==> src/hdl/hhc_pkg.sv <==
package hhc_pkg;

    // Bus geometry
    localparam int ADDR_W = 16;
    localparam int DATA_W = 32;
    localparam int IDX_W  = 14;

    // Register indices; byte address is four times the index
    localparam logic [IDX_W-1:0] IDX_ACC_TIMER  = 14'h100a;
    localparam logic [IDX_W-1:0] IDX_START_OPT  = 14'h100e;
    localparam logic [IDX_W-1:0] IDX_PAUSE_CTRL = 14'h100f;
    localparam logic [IDX_W-1:0] IDX_HOLDOFF    = 14'h1010;
    localparam logic [IDX_W-1:0] IDX_STATUS     = 14'h1030;

    // Field widths
    localparam int ACC_W   = 28;
    localparam int HOLD_W  = 8;
    localparam int SO_W    = 6;
    localparam int PC_W    = 3;

    // Reset values
    localparam logic [ACC_W-1:0]  ACC_TIMER_RST  = 28'h000000a;
    localparam logic [SO_W-1:0]   START_OPT_RST  = 6'h38;
    localparam logic [PC_W-1:0]   PAUSE_CTRL_RST = 3'h0;
    localparam logic [HOLD_W-1:0] HOLDOFF_RST    = 8'h00;

    // Start option bit positions
    localparam int SO_PERSIST   = 0;
    localparam int SO_SINGLE    = 1;
    localparam int SO_QUICK     = 2;
    localparam int SO_DLY_PLOCK = 3;
    localparam int SO_DLY_FLOCK = 4;
    localparam int SO_DLY_SLEW  = 5;

    // Pause control bit positions
    localparam int PC_PUNLOCK = 0;
    localparam int PC_FUNLOCK = 1;
    localparam int PC_SLEW    = 2;

    // Quick start divides the timer by four
    localparam int QUICK_SHIFT = 2;

    // Millisecond timebase
    localparam int CLK_NS          = 40;
    localparam int MS_NS           = 1000000;
    localparam int MS_CYCLES_DFLT  = MS_NS / CLK_NS;

    typedef enum logic [3:0] {
        st_idle = 4'b0001,
        st_wait = 4'b0010,
        st_hold = 4'b0100,
        st_run  = 4'b1000
    } hhc_state_e;

    typedef struct packed {
        logic [ACC_W-1:0]  acc_timer;
        logic [HOLD_W-1:0] holdoff;
        logic [SO_W-1:0]   start_opt;
        logic [PC_W-1:0]   pause_ctrl;
    } hhc_cfg_s;

    typedef struct packed {
        logic in_holdover;
        logic phase_locked;
        logic freq_locked;
        logic slew_limiting;
    } hhc_loop_s;

endpackage

==> src/hdl/hhc_ms_timer.sv <==
`timescale 1ns/1ps
`default_nettype none
// Counts whole milliseconds while run is high; holds when run is low
module hhc_ms_timer #(
    parameter int CNT_W     = 28,
    parameter int MS_CYCLES = 25000
) (
    input  wire logic             pclk,
    input  wire logic             presetn,
    input  wire logic             clear,
    input  wire logic             run,
    output logic [CNT_W-1:0]      ms_count
);
    localparam int PW = $clog2(MS_CYCLES + 1);
    localparam logic [PW-1:0] PRE_LAST = PW'(MS_CYCLES - 1);

    logic [PW-1:0] pre;

    generate
        if (MS_CYCLES < 1 || CNT_W < 1) begin : g_bad_cfg
            $error("hhc_ms_timer: MS_CYCLES and CNT_W must be at least 1");
        end
    endgenerate

    // Prescaler keeps its partial count across pauses so time is not lost
    always_ff @(posedge pclk or negedge presetn) begin
        if (!presetn) begin
            pre <= '0;
        end else if (clear) begin
            pre <= '0;
        end else if (run) begin
            pre <= (pre == PRE_LAST) ? '0 : pre + 1'b1;
        end
    end

    // Millisecond count saturates instead of wrapping
    always_ff @(posedge pclk or negedge presetn) begin
        if (!presetn) begin
            ms_count <= '0;
        end else if (clear) begin
            ms_count <= '0;
        end else if (run && pre == PRE_LAST && ms_count != '1) begin
            ms_count <= ms_count + 1'b1;
        end
    end
endmodule
`default_nettype wire

==> src/hdl/hhc_top.sv <==
// Implementation choice: register access over APB.
`timescale 1ns/1ps
`default_nettype none
module hhc_top
    import hhc_pkg::*;
#(
    parameter int MS_CYCLES = MS_CYCLES_DFLT
) (
    input  wire logic              pclk,
    input  wire logic              presetn,
    input  wire logic              psel,
    input  wire logic              penable,
    input  wire logic              pwrite,
    input  wire logic [ADDR_W-1:0] paddr,
    input  wire logic [DATA_W-1:0] pwdata,
    output logic      [DATA_W-1:0] prdata,
    output logic                   pready,
    output logic                   pslverr,
    input  wire hhc_loop_s         loop_status,
    output logic                   hist_accumulate,
    output logic                   hist_reset,
    output logic                   hist_ready,
    output logic                   use_last_word
);
    generate
        if (MS_CYCLES < 1) begin : g_bad_ms
            $error("hhc_top: MS_CYCLES must be at least 1");
        end
    endgenerate

    hhc_cfg_s          cfg;
    hhc_state_e        state;
    hhc_state_e        next_state;
    hhc_loop_s         loop_prev;
    logic [ACC_W-1:0]  acc_count;
    logic [HOLD_W-1:0] hold_count;
    logic [ACC_W-1:0]  target;
    logic              start_ok;
    logic              pause_ok;
    logic              reset_evt;
    logic              acc_run;
    logic              hold_done;
    logic              wr_en;
    logic              rd_en;

    // Address decode shared by read and write paths
    function automatic logic [IDX_W-1:0] reg_index(input logic [ADDR_W-1:0] addr);
        return addr[ADDR_W-1:2];
    endfunction

    function automatic logic is_mapped(input logic [ADDR_W-1:0] addr);
        logic [IDX_W-1:0] idx;
        idx = reg_index(addr);
        return (addr[1:0] == 2'b00) &&
               (idx == IDX_ACC_TIMER || idx == IDX_START_OPT ||
                idx == IDX_PAUSE_CTRL || idx == IDX_HOLDOFF || idx == IDX_STATUS);
    endfunction

    // Zero-wait slave: every access completes in its first access cycle
    assign pready  = 1'b1;
    assign pslverr = psel && penable && !is_mapped(paddr);
    assign wr_en   = psel && penable && pwrite && is_mapped(paddr);
    assign rd_en   = psel && !penable && !pwrite;

    // Configuration registers; status is read-only and ignores writes
    always_ff @(posedge pclk or negedge presetn) begin
        if (!presetn) begin
            cfg.acc_timer  <= ACC_TIMER_RST;
            cfg.holdoff    <= HOLDOFF_RST;
            cfg.start_opt  <= START_OPT_RST;
            cfg.pause_ctrl <= PAUSE_CTRL_RST;
        end else if (wr_en) begin
            unique case (reg_index(paddr))
                IDX_ACC_TIMER:  cfg.acc_timer  <= pwdata[ACC_W-1:0];
                IDX_HOLDOFF:    cfg.holdoff    <= pwdata[HOLD_W-1:0];
                IDX_START_OPT:  cfg.start_opt  <= pwdata[SO_W-1:0];
                IDX_PAUSE_CTRL: cfg.pause_ctrl <= pwdata[PC_W-1:0];
                default: ;
            endcase
        end
    end

    // Read data is captured in the setup cycle so it leaves a flop
    always_ff @(posedge pclk or negedge presetn) begin
        if (!presetn) begin
            prdata <= '0;
        end else if (rd_en) begin
            prdata <= '0;
            // Refused reads steer to an unmapped index so they return zero
            unique case (is_mapped(paddr) ? reg_index(paddr) : '0)
                IDX_ACC_TIMER:  prdata[ACC_W-1:0]  <= cfg.acc_timer;
                IDX_HOLDOFF:    prdata[HOLD_W-1:0] <= cfg.holdoff;
                IDX_START_OPT:  prdata[SO_W-1:0]   <= cfg.start_opt;
                IDX_PAUSE_CTRL: prdata[PC_W-1:0]   <= cfg.pause_ctrl;
                IDX_STATUS:     prdata[7:0]        <= {state, use_last_word, hist_ready,
                                                       hist_reset, hist_accumulate};
                default: ;
            endcase
        end
    end

    // Start gate: each enabled settle condition must hold, disabled ones pass
    always_comb begin
        start_ok = (!cfg.start_opt[SO_DLY_PLOCK] || loop_status.phase_locked)
                && (!cfg.start_opt[SO_DLY_FLOCK] || loop_status.freq_locked)
                && (!cfg.start_opt[SO_DLY_SLEW]  || !loop_status.slew_limiting);
    end

    // Pause gate evaluated only once averaging has started
    always_comb begin
        pause_ok = (!cfg.pause_ctrl[PC_SLEW]    || !loop_status.slew_limiting)
                && (!cfg.pause_ctrl[PC_FUNLOCK] || loop_status.freq_locked)
                && (!cfg.pause_ctrl[PC_PUNLOCK] || !loop_status.slew_limiting);
    end

    // Edge history of the loop status; assume holdover before the first lock
    always_ff @(posedge pclk or negedge presetn) begin
        if (!presetn) begin
            loop_prev <= '{in_holdover: 1'b1, phase_locked: 1'b0,
                           freq_locked: 1'b0, slew_limiting: 1'b0};
        end else begin
            loop_prev <= loop_status;
        end
    end

    // History reset causes; persistence masks every one of them
    always_comb begin
        reset_evt = !cfg.start_opt[SO_PERSIST] && (
                    (loop_prev.in_holdover && !loop_status.in_holdover)
                 || (cfg.pause_ctrl[PC_SLEW] &&
                     !loop_prev.phase_locked && loop_status.phase_locked)
                 || (cfg.pause_ctrl[PC_FUNLOCK] &&
                     !loop_prev.freq_locked && loop_status.freq_locked)
                 || (cfg.pause_ctrl[PC_PUNLOCK] &&
                     loop_prev.slew_limiting && !loop_status.slew_limiting));
    end

    // Hold-off of zero means no delay at all
    assign hold_done = (hold_count >= cfg.holdoff);

    // Acquisition sequencer; entering holdover always parks it
    always_comb begin
        next_state = state;
        unique case (state)
            st_idle: if (!loop_status.in_holdover) next_state = st_wait;
            st_wait: if (start_ok) next_state = st_hold;
            st_hold: if (hold_done) next_state = st_run;
            st_run:  next_state = st_run;
        endcase
        if (loop_status.in_holdover) begin
            next_state = st_idle;
        end
    end

    always_ff @(posedge pclk or negedge presetn) begin
        if (!presetn) begin
            state <= st_idle;
        end else begin
            state <= next_state;
        end
    end

    // Averaging runs only in the run state with every pause gate open
    assign acc_run = (state == st_run) && pause_ok && !reset_evt;

    hhc_ms_timer #(
        .CNT_W     (HOLD_W),
        .MS_CYCLES (MS_CYCLES)
    ) u_holdoff_timer (
        .pclk     (pclk),
        .presetn  (presetn),
        .clear    (state != st_hold),
        .run      (state == st_hold),
        .ms_count (hold_count)
    );

    // Paused time keeps the count; with persistence off, the lock or slew edges of enabled pauses still clear it
    hhc_ms_timer #(
        .CNT_W     (ACC_W),
        .MS_CYCLES (MS_CYCLES)
    ) u_accum_timer (
        .pclk     (pclk),
        .presetn  (presetn),
        .clear    (reset_evt),
        .run      (acc_run),
        .ms_count (acc_count)
    );

    // Required averaging time; a zero result is raised to one millisecond
    always_comb begin
        target = cfg.start_opt[SO_QUICK] ? (cfg.acc_timer >> QUICK_SHIFT)
                                         : cfg.acc_timer;
        if (target == '0) begin
            target = ACC_W'(1);
        end
    end

    // Registered outputs toward the tuning word averager
    always_ff @(posedge pclk or negedge presetn) begin
        if (!presetn) begin
            hist_accumulate <= 1'b0;
            hist_reset      <= 1'b0;
            hist_ready      <= 1'b0;
            use_last_word   <= 1'b0;
        end else begin
            hist_accumulate <= acc_run;
            hist_reset      <= reset_evt;
            hist_ready      <= !reset_evt && (acc_count >= target);
            use_last_word   <= cfg.start_opt[SO_SINGLE]
                               && (reset_evt || acc_count < target);
        end
    end
endmodule
`default_nettype wire

==> config.mk <==
export PLATFORM = sky130hd
export DESIGN_NAME = hhc_top
export DESIGN_NICKNAME = d
export VERILOG_FILES = /design/src/hdl/hhc_pkg.sv /design/src/hdl/hhc_ms_timer.sv /design/src/hdl/hhc_top.sv
export SDC_FILE = /design/constraint.sdc
export NUM_CORES = 1
export LEC_CHECK = 0
export ABC_CLOCK_PERIOD_IN_PS = 8090
export BUFFER_PORTS_ARGS = -buffer_cell sky130_fd_sc_hd__buf_4
export CAP_MARGIN = 20
export CORE_MARGIN = 8
export CORE_UTILIZATION = 55
export DETAILED_ROUTE_END_ITERATION = 8
export PLACE_DENSITY = 0.76
export SETUP_SLACK_MARGIN = 0.05
export SYNTH_ARGS = -nofsm -noshare
export SYNTH_HDL_FRONTEND = slang
export SYNTH_SLANG_ARGS = --single-unit
==> constraint.sdc <==
create_clock -name pclk -period 8.09 [get_ports pclk]
set_input_delay 0.809 -clock pclk [delete_from_list [all_inputs] [get_ports pclk]]
set_output_delay 0.809 -clock pclk [all_outputs]
set_load 0.01 [all_outputs]
# Word-level counts from Yosys, hierarchy flattened
# Cells that the tools add are included.
dict set report word_totals {
  output_inout_bits 38
  mem_count 0
  regBits 151
  in_bits 57
  romBits 0
  ram_bits 0
  latch_bits 0
}
dict set report op_classes {
  eq_ne 21
  div_mod_pow 0
  n_reduce_logical 67
  bitwise 0
  muxes 21
  multipliers 0
  n_addsub 4
  n_shift 0
  n_lt_le_gt_ge 3
}
# op count
set op_table {}
lappend op_table {{14-bit by 13-bit == test with 1-bit output, second input constant} 10}
lappend op_table {{28-bit 2-to-1 mux} 4}
lappend op_table {{15-bit 2-to-1 mux} 6}
lappend op_table {{15-bit by 1-bit adder with 15-bit output, second input constant} 2}
lappend op_table {{15-bit == test, second input constant} 2}
lappend op_table {{28-bit by 1-bit adder with 28-bit output, second input constant} 1}
lappend op_table {{28-bit >= comparator} 1}
lappend op_table {{28-bit zero test} 1}
lappend op_table {{28-bit < comparator} 1}
lappend op_table {{28-bit != test, second input constant} 1}
lappend op_table {{1-bit logical AND} 27}
lappend op_table {{20-bit 2-to-1 mux} 1}
lappend op_table {{8-bit 2-to-1 mux} 2}
lappend op_table {{4-bit one-hot mux with 4 select lines} 1}
lappend op_table {{1-bit zero test} 15}
lappend op_table {{3-bit one-hot mux with 5 select lines} 1}
lappend op_table {{1-bit logical OR} 14}
lappend op_table {{14-bit 2-to-1 mux} 1}
lappend op_table {{4-bit 2-to-1 mux} 3}
lappend op_table {{3-bit one-hot mux with 4 select lines} 1}
lappend op_table {{2-bit AND reduction} 5}
lappend op_table {{8-bit by 1-bit adder with 8-bit output, second input constant} 1}
lappend op_table {{8-bit >= comparator} 1}
lappend op_table {{8-bit != test, second input constant} 1}
lappend op_table {{9 further kinds} 13}

# Logic depth before layout (Yosys ltp)
# Gate-level depths: netlist (run 1).
dict set report logic_depth {
  depth_word 13
  mapped_depth 14
}

# Modules after synthesis
# From an unflattened synthesis (run 1), not the netlist that was laid out.
dict set report hier_totals {
  cells_unflattened 861
  hier_area_um2 8549.4
}
# mod area_each_um2 instances cells_per_inst
set modules_own_cells {}
lappend modules_own_cells {hhc_top 4857.2 1 462}
lappend modules_own_cells {{hhc_ms_timer at u_accum_timer} 2443.6 1 260}
lappend modules_own_cells {{hhc_ms_timer at u_holdoff_timer} 1248.7 1 139}

# Least setup slack after synthesis (run 1)
# Ideal clock, no wire load.
dict set report synth_path {
  kind {flip-flop to flip-flop}
  startpoint {register cfg[5] in the netlist's numbering}
  endpoint {register hist_ready}
  arrival_ps 2941
  path_buffers 3
  t_required_ps 7953
  stages_incl_launch_ff 12
  slack_ps 5012
  path_cell_list {dfrtp_1 > clkbuf_1 > clkbuf_1 > clkbuf_1 > mux2i_1 > ha_1 > a21oi_1 > o221ai_1 > a221o_1 > o21ai_0 > nor4bb_1 > a21oi_1}
}
dict set report synth_between {
  elab_chain_cells 5
}
# element line
set synth_lines {}
lappend synth_lines {{from (decl)} hhc_top.sv:31} ;# hhc_cfg_s cfg;
lappend synth_lines {{28-bit 2-to-1 mux *} hhc_top.sv:191} ;# target = cfg.start_opt[SO_QUICK] ? (cfg.acc_timer >> QUICK_SHIFT)
lappend synth_lines {{28-bit zero test} hhc_top.sv:193} ;# if (target == '0) begin
lappend synth_lines {{28-bit 2-to-1 mux *} hhc_top.sv:193}
lappend synth_lines {{28-bit >= comparator *} hhc_top.sv:208} ;# hist_ready <= !reset_evt && (acc_count >= target);
lappend synth_lines {{1-bit logical AND *} hhc_top.sv:208}
lappend synth_lines {{to (signal assigned)} hhc_top.sv:208}
lappend synth_lines {{to (decl)} hhc_top.sv:22} ;# output logic hist_ready,
# Every way passes the cells marked *; elsewhere a longest branch is shown, timed or not.
# A chain may end at the register's enable or synchronous reset.

# Worst setup path after layout (run 1)
# Ends and elaborated chain as after synthesis.

==> results of run 1 <==
-- logic make-up (layout without fill, tap and decap cells) --
| kind of cell | Yosys count | in the layout |
|---|---|---|
| flip-flops | 151 | 151 |
| XOR/XNOR | 38 | 38 |
| multiplexers | 74 | 74 |
| other | 2 | 5 |
| buffers and inverters | 58 | 146 |
| AO/OA/AOI/OAI | 121 | 121 |
| adder cells (fa/ha/maj) | 40 | 40 |
| AND/OR/NAND/NOR | 349 | 349 |
-- final cells by class --
cell class                 instances  share of cell area
tap                              184              0.0239
sequential                       151               0.394
clock buffer                      21              0.0489
timing repair buffer              93              0.0730
multi-input combinational        627               0.435
inverter                          21             0.00819
clock inverter                    11              0.0176
-- worst reg2reg max path, cell delays in order (launching register included) --
cell      delay (ps)
dfrtp_1          320
buf_4            410
mux2i_1          400
nand4_1          140
nor4_1           330
a221o_1          230
ha_1             160
nor2b_1           40
o211ai_1         140
a21boi_0         130
o21ai_0          160
nor4bb_1         560
a21oi_1          140
-- Yosys cell counts, types with 4 or more instances --
library cell  number  share of area
a21o_1             4         0.0037
a21oi_1           27          0.016
a31oi_1            5         0.0038
and2_1             5         0.0038
and3_1            15          0.011
buf_2              4         0.0024
buf_4              6         0.0055
clkbuf_1          25          0.011
dfrtp_1          144           0.44
dfstp_2            7          0.022
ha_1              40          0.061
inv_1             21         0.0096
mux2_2            36          0.049
mux2i_1           38          0.046
nand2_1           95          0.043
nand2b_1          10         0.0076
nand3_1           47          0.029
nand4_1           32          0.024
nor2_1            79          0.036
nor3_1            11         0.0067
nor4_1             8         0.0061
nor4b_1            6         0.0064
o21ai_0           55          0.034
o31ai_1            4         0.0037
or3_1              7         0.0053
or4_1              6         0.0055
xnor2_1           11          0.012
xor2_1            27          0.029
-- flip-flops by register name, summed over array words and instances, names as in the netlist, 4 cells and up --
signal	count
cfg	45
u_holdoff_timer.pre	15
u_holdoff_timer.ms_count	8
u_accum_timer.pre	15
u_accum_timer.ms_count	28
state	4
loop_prev	4
prdata	28
-- metal layers --
metal  GRT usage  share of wire  up-vias
li1            -              -     3144
met1       0.258           0.44     3123
met2       0.333           0.49      121
met3      0.0483          0.043       27
met4      0.0709          0.019        0
met5           0              0        -
-- through the flow --
stage | utilization | setup WS [ps] | total power [mW]
finish | 0.662 | 4800 | 1.67
global route | 0.662 | 4570 | 1.72
CTS | 0.662 | 4860 | 1.68
detailed placement | 0.618 | 4660 | 0.835
global placement | 0.618 | 4690 | 0.834
floorplan | - | 5010 | 0.792
-- power breakdown --
group          switching [mW]  total (mW)  internal [mW]
Combinational          0.0366      0.0599         0.0234
Clock                   0.309       0.851          0.542
Sequential            0.00197       0.760          0.758
Total                   0.348        1.67           1.32
-- worst paths after layout --
| kind | slack [ps] | start | endpoint | cells past startpoint |
|---|---|---|---|---|
| setup / recovery | 4800 | cfg[5]$_DFFE_PN0P_ | hist_ready$_DFF_PN0_ | 12 |
| hold / removal | 400 | presetn | u_accum_timer.ms_count[24]$_DFFE_PN0P_ | 1 |
| setup reg to reg | 4800 | cfg[5]$_DFFE_PN0P_ | hist_ready$_DFF_PN0_ | 12 |
| hold reg to reg | 460 | u_holdoff_timer.pre[0]$_DFF_PN0_ | u_holdoff_timer.pre[0]$_DFF_PN0_ | 1 |
| max in group asynchronous | 6250 | presetn | u_accum_timer.ms_count[13]$_DFFE_PN0P_ | 2 |
| min in group pclk | 460 | u_holdoff_timer.pre[0]$_DFF_PN0_ | u_holdoff_timer.pre[0]$_DFF_PN0_ | 1 |
==> metrics.log, run 1 <==
INFO  metric outcome = completed
INFO  metric cts-root-to-sink-buffers = 2
INFO  metric mostFrequentLayoutCells = dfrtp_1, nand2_1, buf_4
INFO  metric max_clock_freq = 304 MHz
INFO  metric grt.total_usage = 0.203
INFO  metric timing.max_cap.violations = 0
INFO  metric post_cts.repair.setup_buffers = 0
INFO  metric slowest_delay = 560 ps
INFO  metric post_cts_resize_count = 0
INFO  metric detailedPlacementHpwl = 14.0 mm
INFO  metric grt_setup_unrepaired = false
INFO  metric grt.overflow.total = 0
INFO  metric slew_worst_pin = 947 ps
INFO  metric synth_adder_area_share = 0.0610
INFO  metric fin_skew = 9.75 ps
INFO  metric cts_inserted_buffers = 17
INFO  metric post_cts_hold_buffer_count = 0
INFO  metric cp_max_fo = 35
INFO  metric vdd_ir_drop_max = 148 uV
INFO  metric synth_top_flop_cell = dfrtp_1
INFO  metric layout_commonest_cell = dfrtp_1
INFO  metric postPlaceCellArea = 8980 um^2
INFO  metric antennaDiodeCount = 0
INFO  metric critical_path_required = 8370 ps
INFO  metric final_max_slew_viol_count = 0
INFO  metric die_area = 19,100 um^2
INFO  metric worst_slew_margin = 0.368
INFO  metric p_leak = 4.52 nW
INFO  metric fin_cells = 1,108
INFO  metric startpoint_type = flop
INFO  metric multi_input_area = 4180 um^2
INFO  metric synthesis.yosys.warnings = 0
INFO  metric cp_class = flop to flop
INFO  metric syn2layout_area_growth = 17.3%
INFO  metric cell_area_after_synthesis = 8200 um^2
INFO  metric start_util = 0.564
INFO  metric cts.sink_count = 151
INFO  metric cts_tree = done
INFO  metric fin_nets = 1,008
INFO  metric synth-xor-area-share = 0.0406
INFO  metric std_cell_rows = 44
INFO  metric pin_count = 95
INFO  metric async_reset_ff_frac = 1.00
INFO  metric crit_arrival = 3570 ps
INFO  metric port_buffers = 85
INFO  metric placeableCoreArea = 14,500 um^2
INFO  metric post_synth_simple_gate_area = 0.221
INFO  metric finalSetupTns = 0 ps
INFO  metric worst_path_max_delay_cell = nor4bb_1
INFO  metric cp.buffers_inverters = 1
INFO  metric path_delay_family = simple AND/OR/NAND/NOR gates
INFO  metric htree_levels = 4
INFO  metric drtPass1Iterations = 5
INFO  metric synthesis.instances = 833
INFO  metric synth_seq_cells = 151
INFO  metric power_density = 174 nW/um^2
INFO  metric antenna_left = 0
INFO  metric synth_compound_gate_area_share = 0.0871
INFO  metric fp.dieH = 138 um
INFO  metric hold_class = input pin to asynchronous set/reset pin
INFO  metric wire_per_inst = 17.3 um
INFO  metric drt_drc_violations_left = 0
INFO  metric grt_pass1_vias = 6,434
INFO  metric grt_antenna_before_repair = 0
INFO  metric via_per_inst = 5.79
INFO  metric insertion_delay = 420 ps
INFO  metric synth_top_family_by_area = simple AND/OR/NAND/NOR gates
INFO  metric routed_wl = 19.1 mm
INFO  metric placer_congestion = 0.815
INFO  metric grt_first_pass_wirelength = 32.3 mm
INFO  metric timing_hold_violations_final = 0
INFO  metric fillers = 1,153
INFO  metric clock-root-buffer = clkbuf_16
INFO  metric synth.yosys.seq_area_share = 0.462
INFO  metric maximum_number_of_pins_on_one_net_before_global_route_repair = 79
INFO  metric overall_via_count_from_detail_route = 6,415
INFO  metric yosys-mux-area-fraction = 0.0958
INFO  metric drt-initial-drc-count = 384
INFO  metric chain_of_cells_forming_the_critical_path = buf_4, mux2i_1, nand4_1, nor4_1, a221o_1, ha_1, nor2b_1, o211ai_1, a21boi_0, o21ai_0, nor4bb_1, a21oi_1
INFO  metric yosys.cell_types.count = 63
INFO  metric clk_transition_reported_paths = 60 ps
INFO  metric crit_path_end_kind = flop
INFO  metric fp.dieW = 138 um
INFO  metric dp.cells = 1,076
INFO  metric drive_above_1_share = 0.198
INFO  metric final.min_clock_period = 3290 ps
INFO  metric hold_ws = 398 ps
INFO  metric layout.area.seq = 3790 um^2
INFO  metric period_share = 0.407
INFO  metric synth.avg_cell_area = 9.85 um^2
INFO  metric report.final.setup_viol = 0
INFO  metric synth_edf_count = 0
INFO  metric post-route-cell-area = 9620 um^2
Power figures use the tool's default switching activity.
==> run 2, diff against run 1 <==
Settings changed: ABC_CLOCK_PERIOD_IN_PS 8090 to 3000, CORE_UTILIZATION 55 to 53.
Clock period 8.09 ns to 3 ns, I/O delays scaled along.
==> metrics.log, run 2 (synthesized netlist as in run 1, its figures left out) <==
INFO  metric timing.rr.start = cfg[5]$_DFFE_PN0P_ (unchanged)
INFO  metric grt.total_usage = 0.209 (was 0.203)
INFO  metric fillers = 1,230 (was 1,153)
INFO  metric maximum_number_of_pins_on_one_net_before_global_route_repair = 63 (was 79)
INFO  metric wire_per_inst = 17.9 um (was 17.3 um)
INFO  metric path_delay_family = simple AND/OR/NAND/NOR gates (unchanged)
INFO  metric insertion_delay = 430 ps (was 420 ps)
INFO  metric crit_arrival = 3010 ps (was 3570 ps)
INFO  metric startpoint_type = flop (unchanged)
INFO  metric hold-path-endpoint = loop_prev[3]$_DFF_PN1_
INFO  metric drt-initial-drc-count = 504 (was 384)
INFO  metric crit_path_end_kind = flop (unchanged)
INFO  metric cts-root-to-sink-buffers = 2 (unchanged)
INFO  metric outcome = completed (unchanged)
INFO  metric start_util = 0.542 (was 0.564)
INFO  metric antenna_left = 0 (unchanged)
INFO  metric cp_max_fo = 18 (was 35)
INFO  metric max_flop_register = cfg (unchanged)
INFO  metric r2r_setup_slack = 270 ps (was 4800 ps)
INFO  metric die_area = 19,700 um^2 (was 19,100 um^2)
INFO  metric r2r-end = hist_ready$_DFF_PN0_ (unchanged)
INFO  metric finalSetupTns = 0 ps (unchanged)
INFO  metric grt_antenna_before_repair = 0 (unchanged)
INFO  metric postPlaceCellArea = 9070 um^2 (was 8980 um^2)
INFO  metric post-route-cell-area = 9740 um^2 (was 9620 um^2)
INFO  metric chain_of_cells_forming_the_critical_path = buf_12, mux2i_2, nand4_1, nor4_1, a221o_1, ha_1, nor2b_1, o211ai_1, a21boi_0, o21ai_0, nor4bb_4, a21oi_1 (was buf_4, mux2i_1, nand4_1, nor4_1, a221o_1, ha_1, nor2b_1, o211ai_1, a21boi_0, o21ai_0, nor4bb_1, a21oi_1)
INFO  metric mostFrequentLayoutCells = dfrtp_1, buf_4, nand2_1 (was dfrtp_1, nand2_1, buf_4)
INFO  metric drtPass1Iterations = 7 (was 5)
INFO  metric max_clock_freq = 367 MHz (was 304 MHz)
INFO  metric preCtsSetupSlack = 212 ps (was 4660 ps)
INFO  metric cts_tree = done (unchanged)
INFO  metric layout_top_registers = cfg x45, prdata x28, u_accum_timer.ms_count x28 (unchanged)
INFO  metric hold_start = loop_status[3]
INFO  metric clock-root-buffer = clkbuf_16 (unchanged)
INFO  metric detailedPlacementHpwl = 14.5 mm (was 14.0 mm)
INFO  metric fin_cells = 1,125 (was 1,108)
INFO  metric layout.area.seq = 3790 um^2 (about the same)
INFO  metric min_path_cells = 1
INFO  metric placer_congestion = 0.832 (was 0.815)
INFO  metric largest_register_ff_count = 45 (unchanged)
INFO  metric finalWorstSetupSlack = 275 ps (was 4800 ps)
INFO  metric fin_skew = 10.7 ps (was 9.75 ps)
INFO  metric clk_transition_reported_paths = 70 ps (was 60 ps)
INFO  metric final_max_slew_viol_count = 0 (unchanged)
INFO  metric antennaDiodeCount = 0 (unchanged)
INFO  metric multi_input_area = 4230 um^2 (was 4180 um^2)
INFO  metric cts_inserted_buffers = 17 (unchanged)
INFO  metric p_leak = 4.55 nW (was 4.52 nW)
INFO  metric power_density = 435 nW/um^2 (was 174 nW/um^2)
INFO  metric htree_levels = 4 (unchanged)
INFO  metric placeableCoreArea = 15,100 um^2 (was 14,500 um^2)
INFO  metric syn2layout_area_growth = 18.8% (was 17.3%)
INFO  metric overall_via_count_from_detail_route = 6,568 (was 6,415)
INFO  metric layout_commonest_cell = dfrtp_1 (unchanged)
INFO  metric routed_wl = 20.1 mm (was 19.1 mm)
INFO  metric worst_path_max_delay_cell = dfrtp_2 (was nor4bb_1)
INFO  metric cp.buffers_inverters = 1 (unchanged)
INFO  metric fp.dieH = 140 um (was 138 um)
INFO  metric fin_nets = 1,021 (was 1,008)
INFO  metric critical_path_required = 3290 ps (was 8370 ps)
INFO  metric slowest_delay = 420 ps (was 560 ps)
INFO  metric cp_class = flop to flop (unchanged)
INFO  metric slew_worst_pin = 834 ps (was 947 ps)
INFO  metric std_cell_rows = 45 (was 44)
INFO  metric grt_setup_unrepaired = false (unchanged)
INFO  metric grt_first_pass_wirelength = 33.2 mm (was 32.3 mm)
INFO  metric grt_pass1_vias = 6,456 (was 6,434)
INFO  metric reg2reg_depth = 12 (unchanged)
INFO  metric hold_class = input pin to flop (was input pin to asynchronous set/reset pin)
INFO  metric period_share = 0.908 (was 0.407)
INFO  metric port_buffers = 85 (unchanged)
INFO  metric fp.dieW = 140 um (was 138 um)
INFO  metric timing.max_cap.violations = 0 (unchanged)
INFO  metric final.min_clock_period = 2730 ps (was 3290 ps)
INFO  metric worst_slew_margin = 0.442 (was 0.368)
INFO  metric report.final.setup_viol = 0 (unchanged)
INFO  metric pin_count = 95 (unchanged)
INFO  metric drt_drc_violations_left = 0 (unchanged)
INFO  metric vdd_ir_drop_max = 365 uV (was 148 uV)
INFO  metric timing_hold_violations_final = 0 (unchanged)
INFO  metric drive_above_1_share = 0.216 (was 0.198)
INFO  metric grt.overflow.total = 0 (unchanged)
INFO  metric cts.sink_count = 151 (unchanged)
INFO  metric dp.cells = 1,088 (was 1,076)
INFO  metric via_per_inst = 5.84 (was 5.79)
-- run 2: cell types whose count changed in the layout (fill, tap and decap cells not counted), moves of 2 or more --
cell	change
bufinv_16	-3
mux2i_1	-8
clkbuf_8	-3
mux2i_2	+8
clkinvlp_4	+4
buf_4	+6
dlygate4sd3_1	+4
inv_6	+2
buf_12	+2
-- run 2: cell type report --
| cell class | instances | share of cell area |
|---|---|---|
| multi-input cells | 627 | 0.435 |
| flip-flops and latches | 151 | 0.389 |
| repair buffers | 106 | 0.0875 |
| clock buffers | 19 | 0.0444 |
| well taps | 188 | 0.0241 |
| clock inverters | 13 | 0.0125 |
| inverters | 21 | 0.00809 |
-- run 2: per-layer routing --
layer,wire length (um),vias up,part of all wire,track usage
met1,8820,3184,0.44,0.266
li1,-,3172,-,-
met3,1100,32,0.055,0.0588
met2,9710,180,0.48,0.330
met5,0,-,0,0
met4,444,0,0.022,0.0783
-- run 2: worst max path at each step --
stage | from | to | slack [ps] | cells after the start
6_report | cfg[5]$_DFFE_PN0P_ | hist_ready$_DFF_PN0_ | 270 | 12
3_5_place_dp | cfg[5]$_DFFE_PN0P_ | hist_ready$_DFF_PN0_ | 210 | 12
2_1_floorplan | cfg[5]$_DFFE_PN0P_ | hist_ready$_DFF_PN0_ | 170 | 11
4_1_cts | cfg[5]$_DFFE_PN0P_ | hist_ready$_DFF_PN0_ | 200 | 12
3_3_place_gp | cfg[5]$_DFFE_PN0P_ | hist_ready$_DFF_PN0_ | 240 | 12
5_1_grt | cfg[5]$_DFFE_PN0P_ | hist_ready$_DFF_PN0_ | 30 | 12
-- run 2: power breakdown --
group	internal [mW]	leakage [nW]	switching, mW
Sequential	2.04	2.04	0.00544
Clock	1.15	0.257	0.873
Combinational	0.0693	2.26	0.102
-- run 2: what timing repair did --
item | in CTS | in global routing
hold buffers | 2 | 2
endpoints found under the setup margin | 0 | 2
resized for setup | 0 | 12
endpoints found under the hold margin | 61 | 2
setup buffers | 0 | 0
-- run 2: through the flow --
stage	utilization	hold slack (ps)	total power, mW
6_report	0.643	33.7	4.24
5_1_grt	0.643	8.13	4.39
4_1_cts	0.637	4.96	4.27
3_5_place_dp	0.599	316	2.26
3_3_place_gp	0.599	315	2.25
2_1_floorplan	-	4.41	2.14
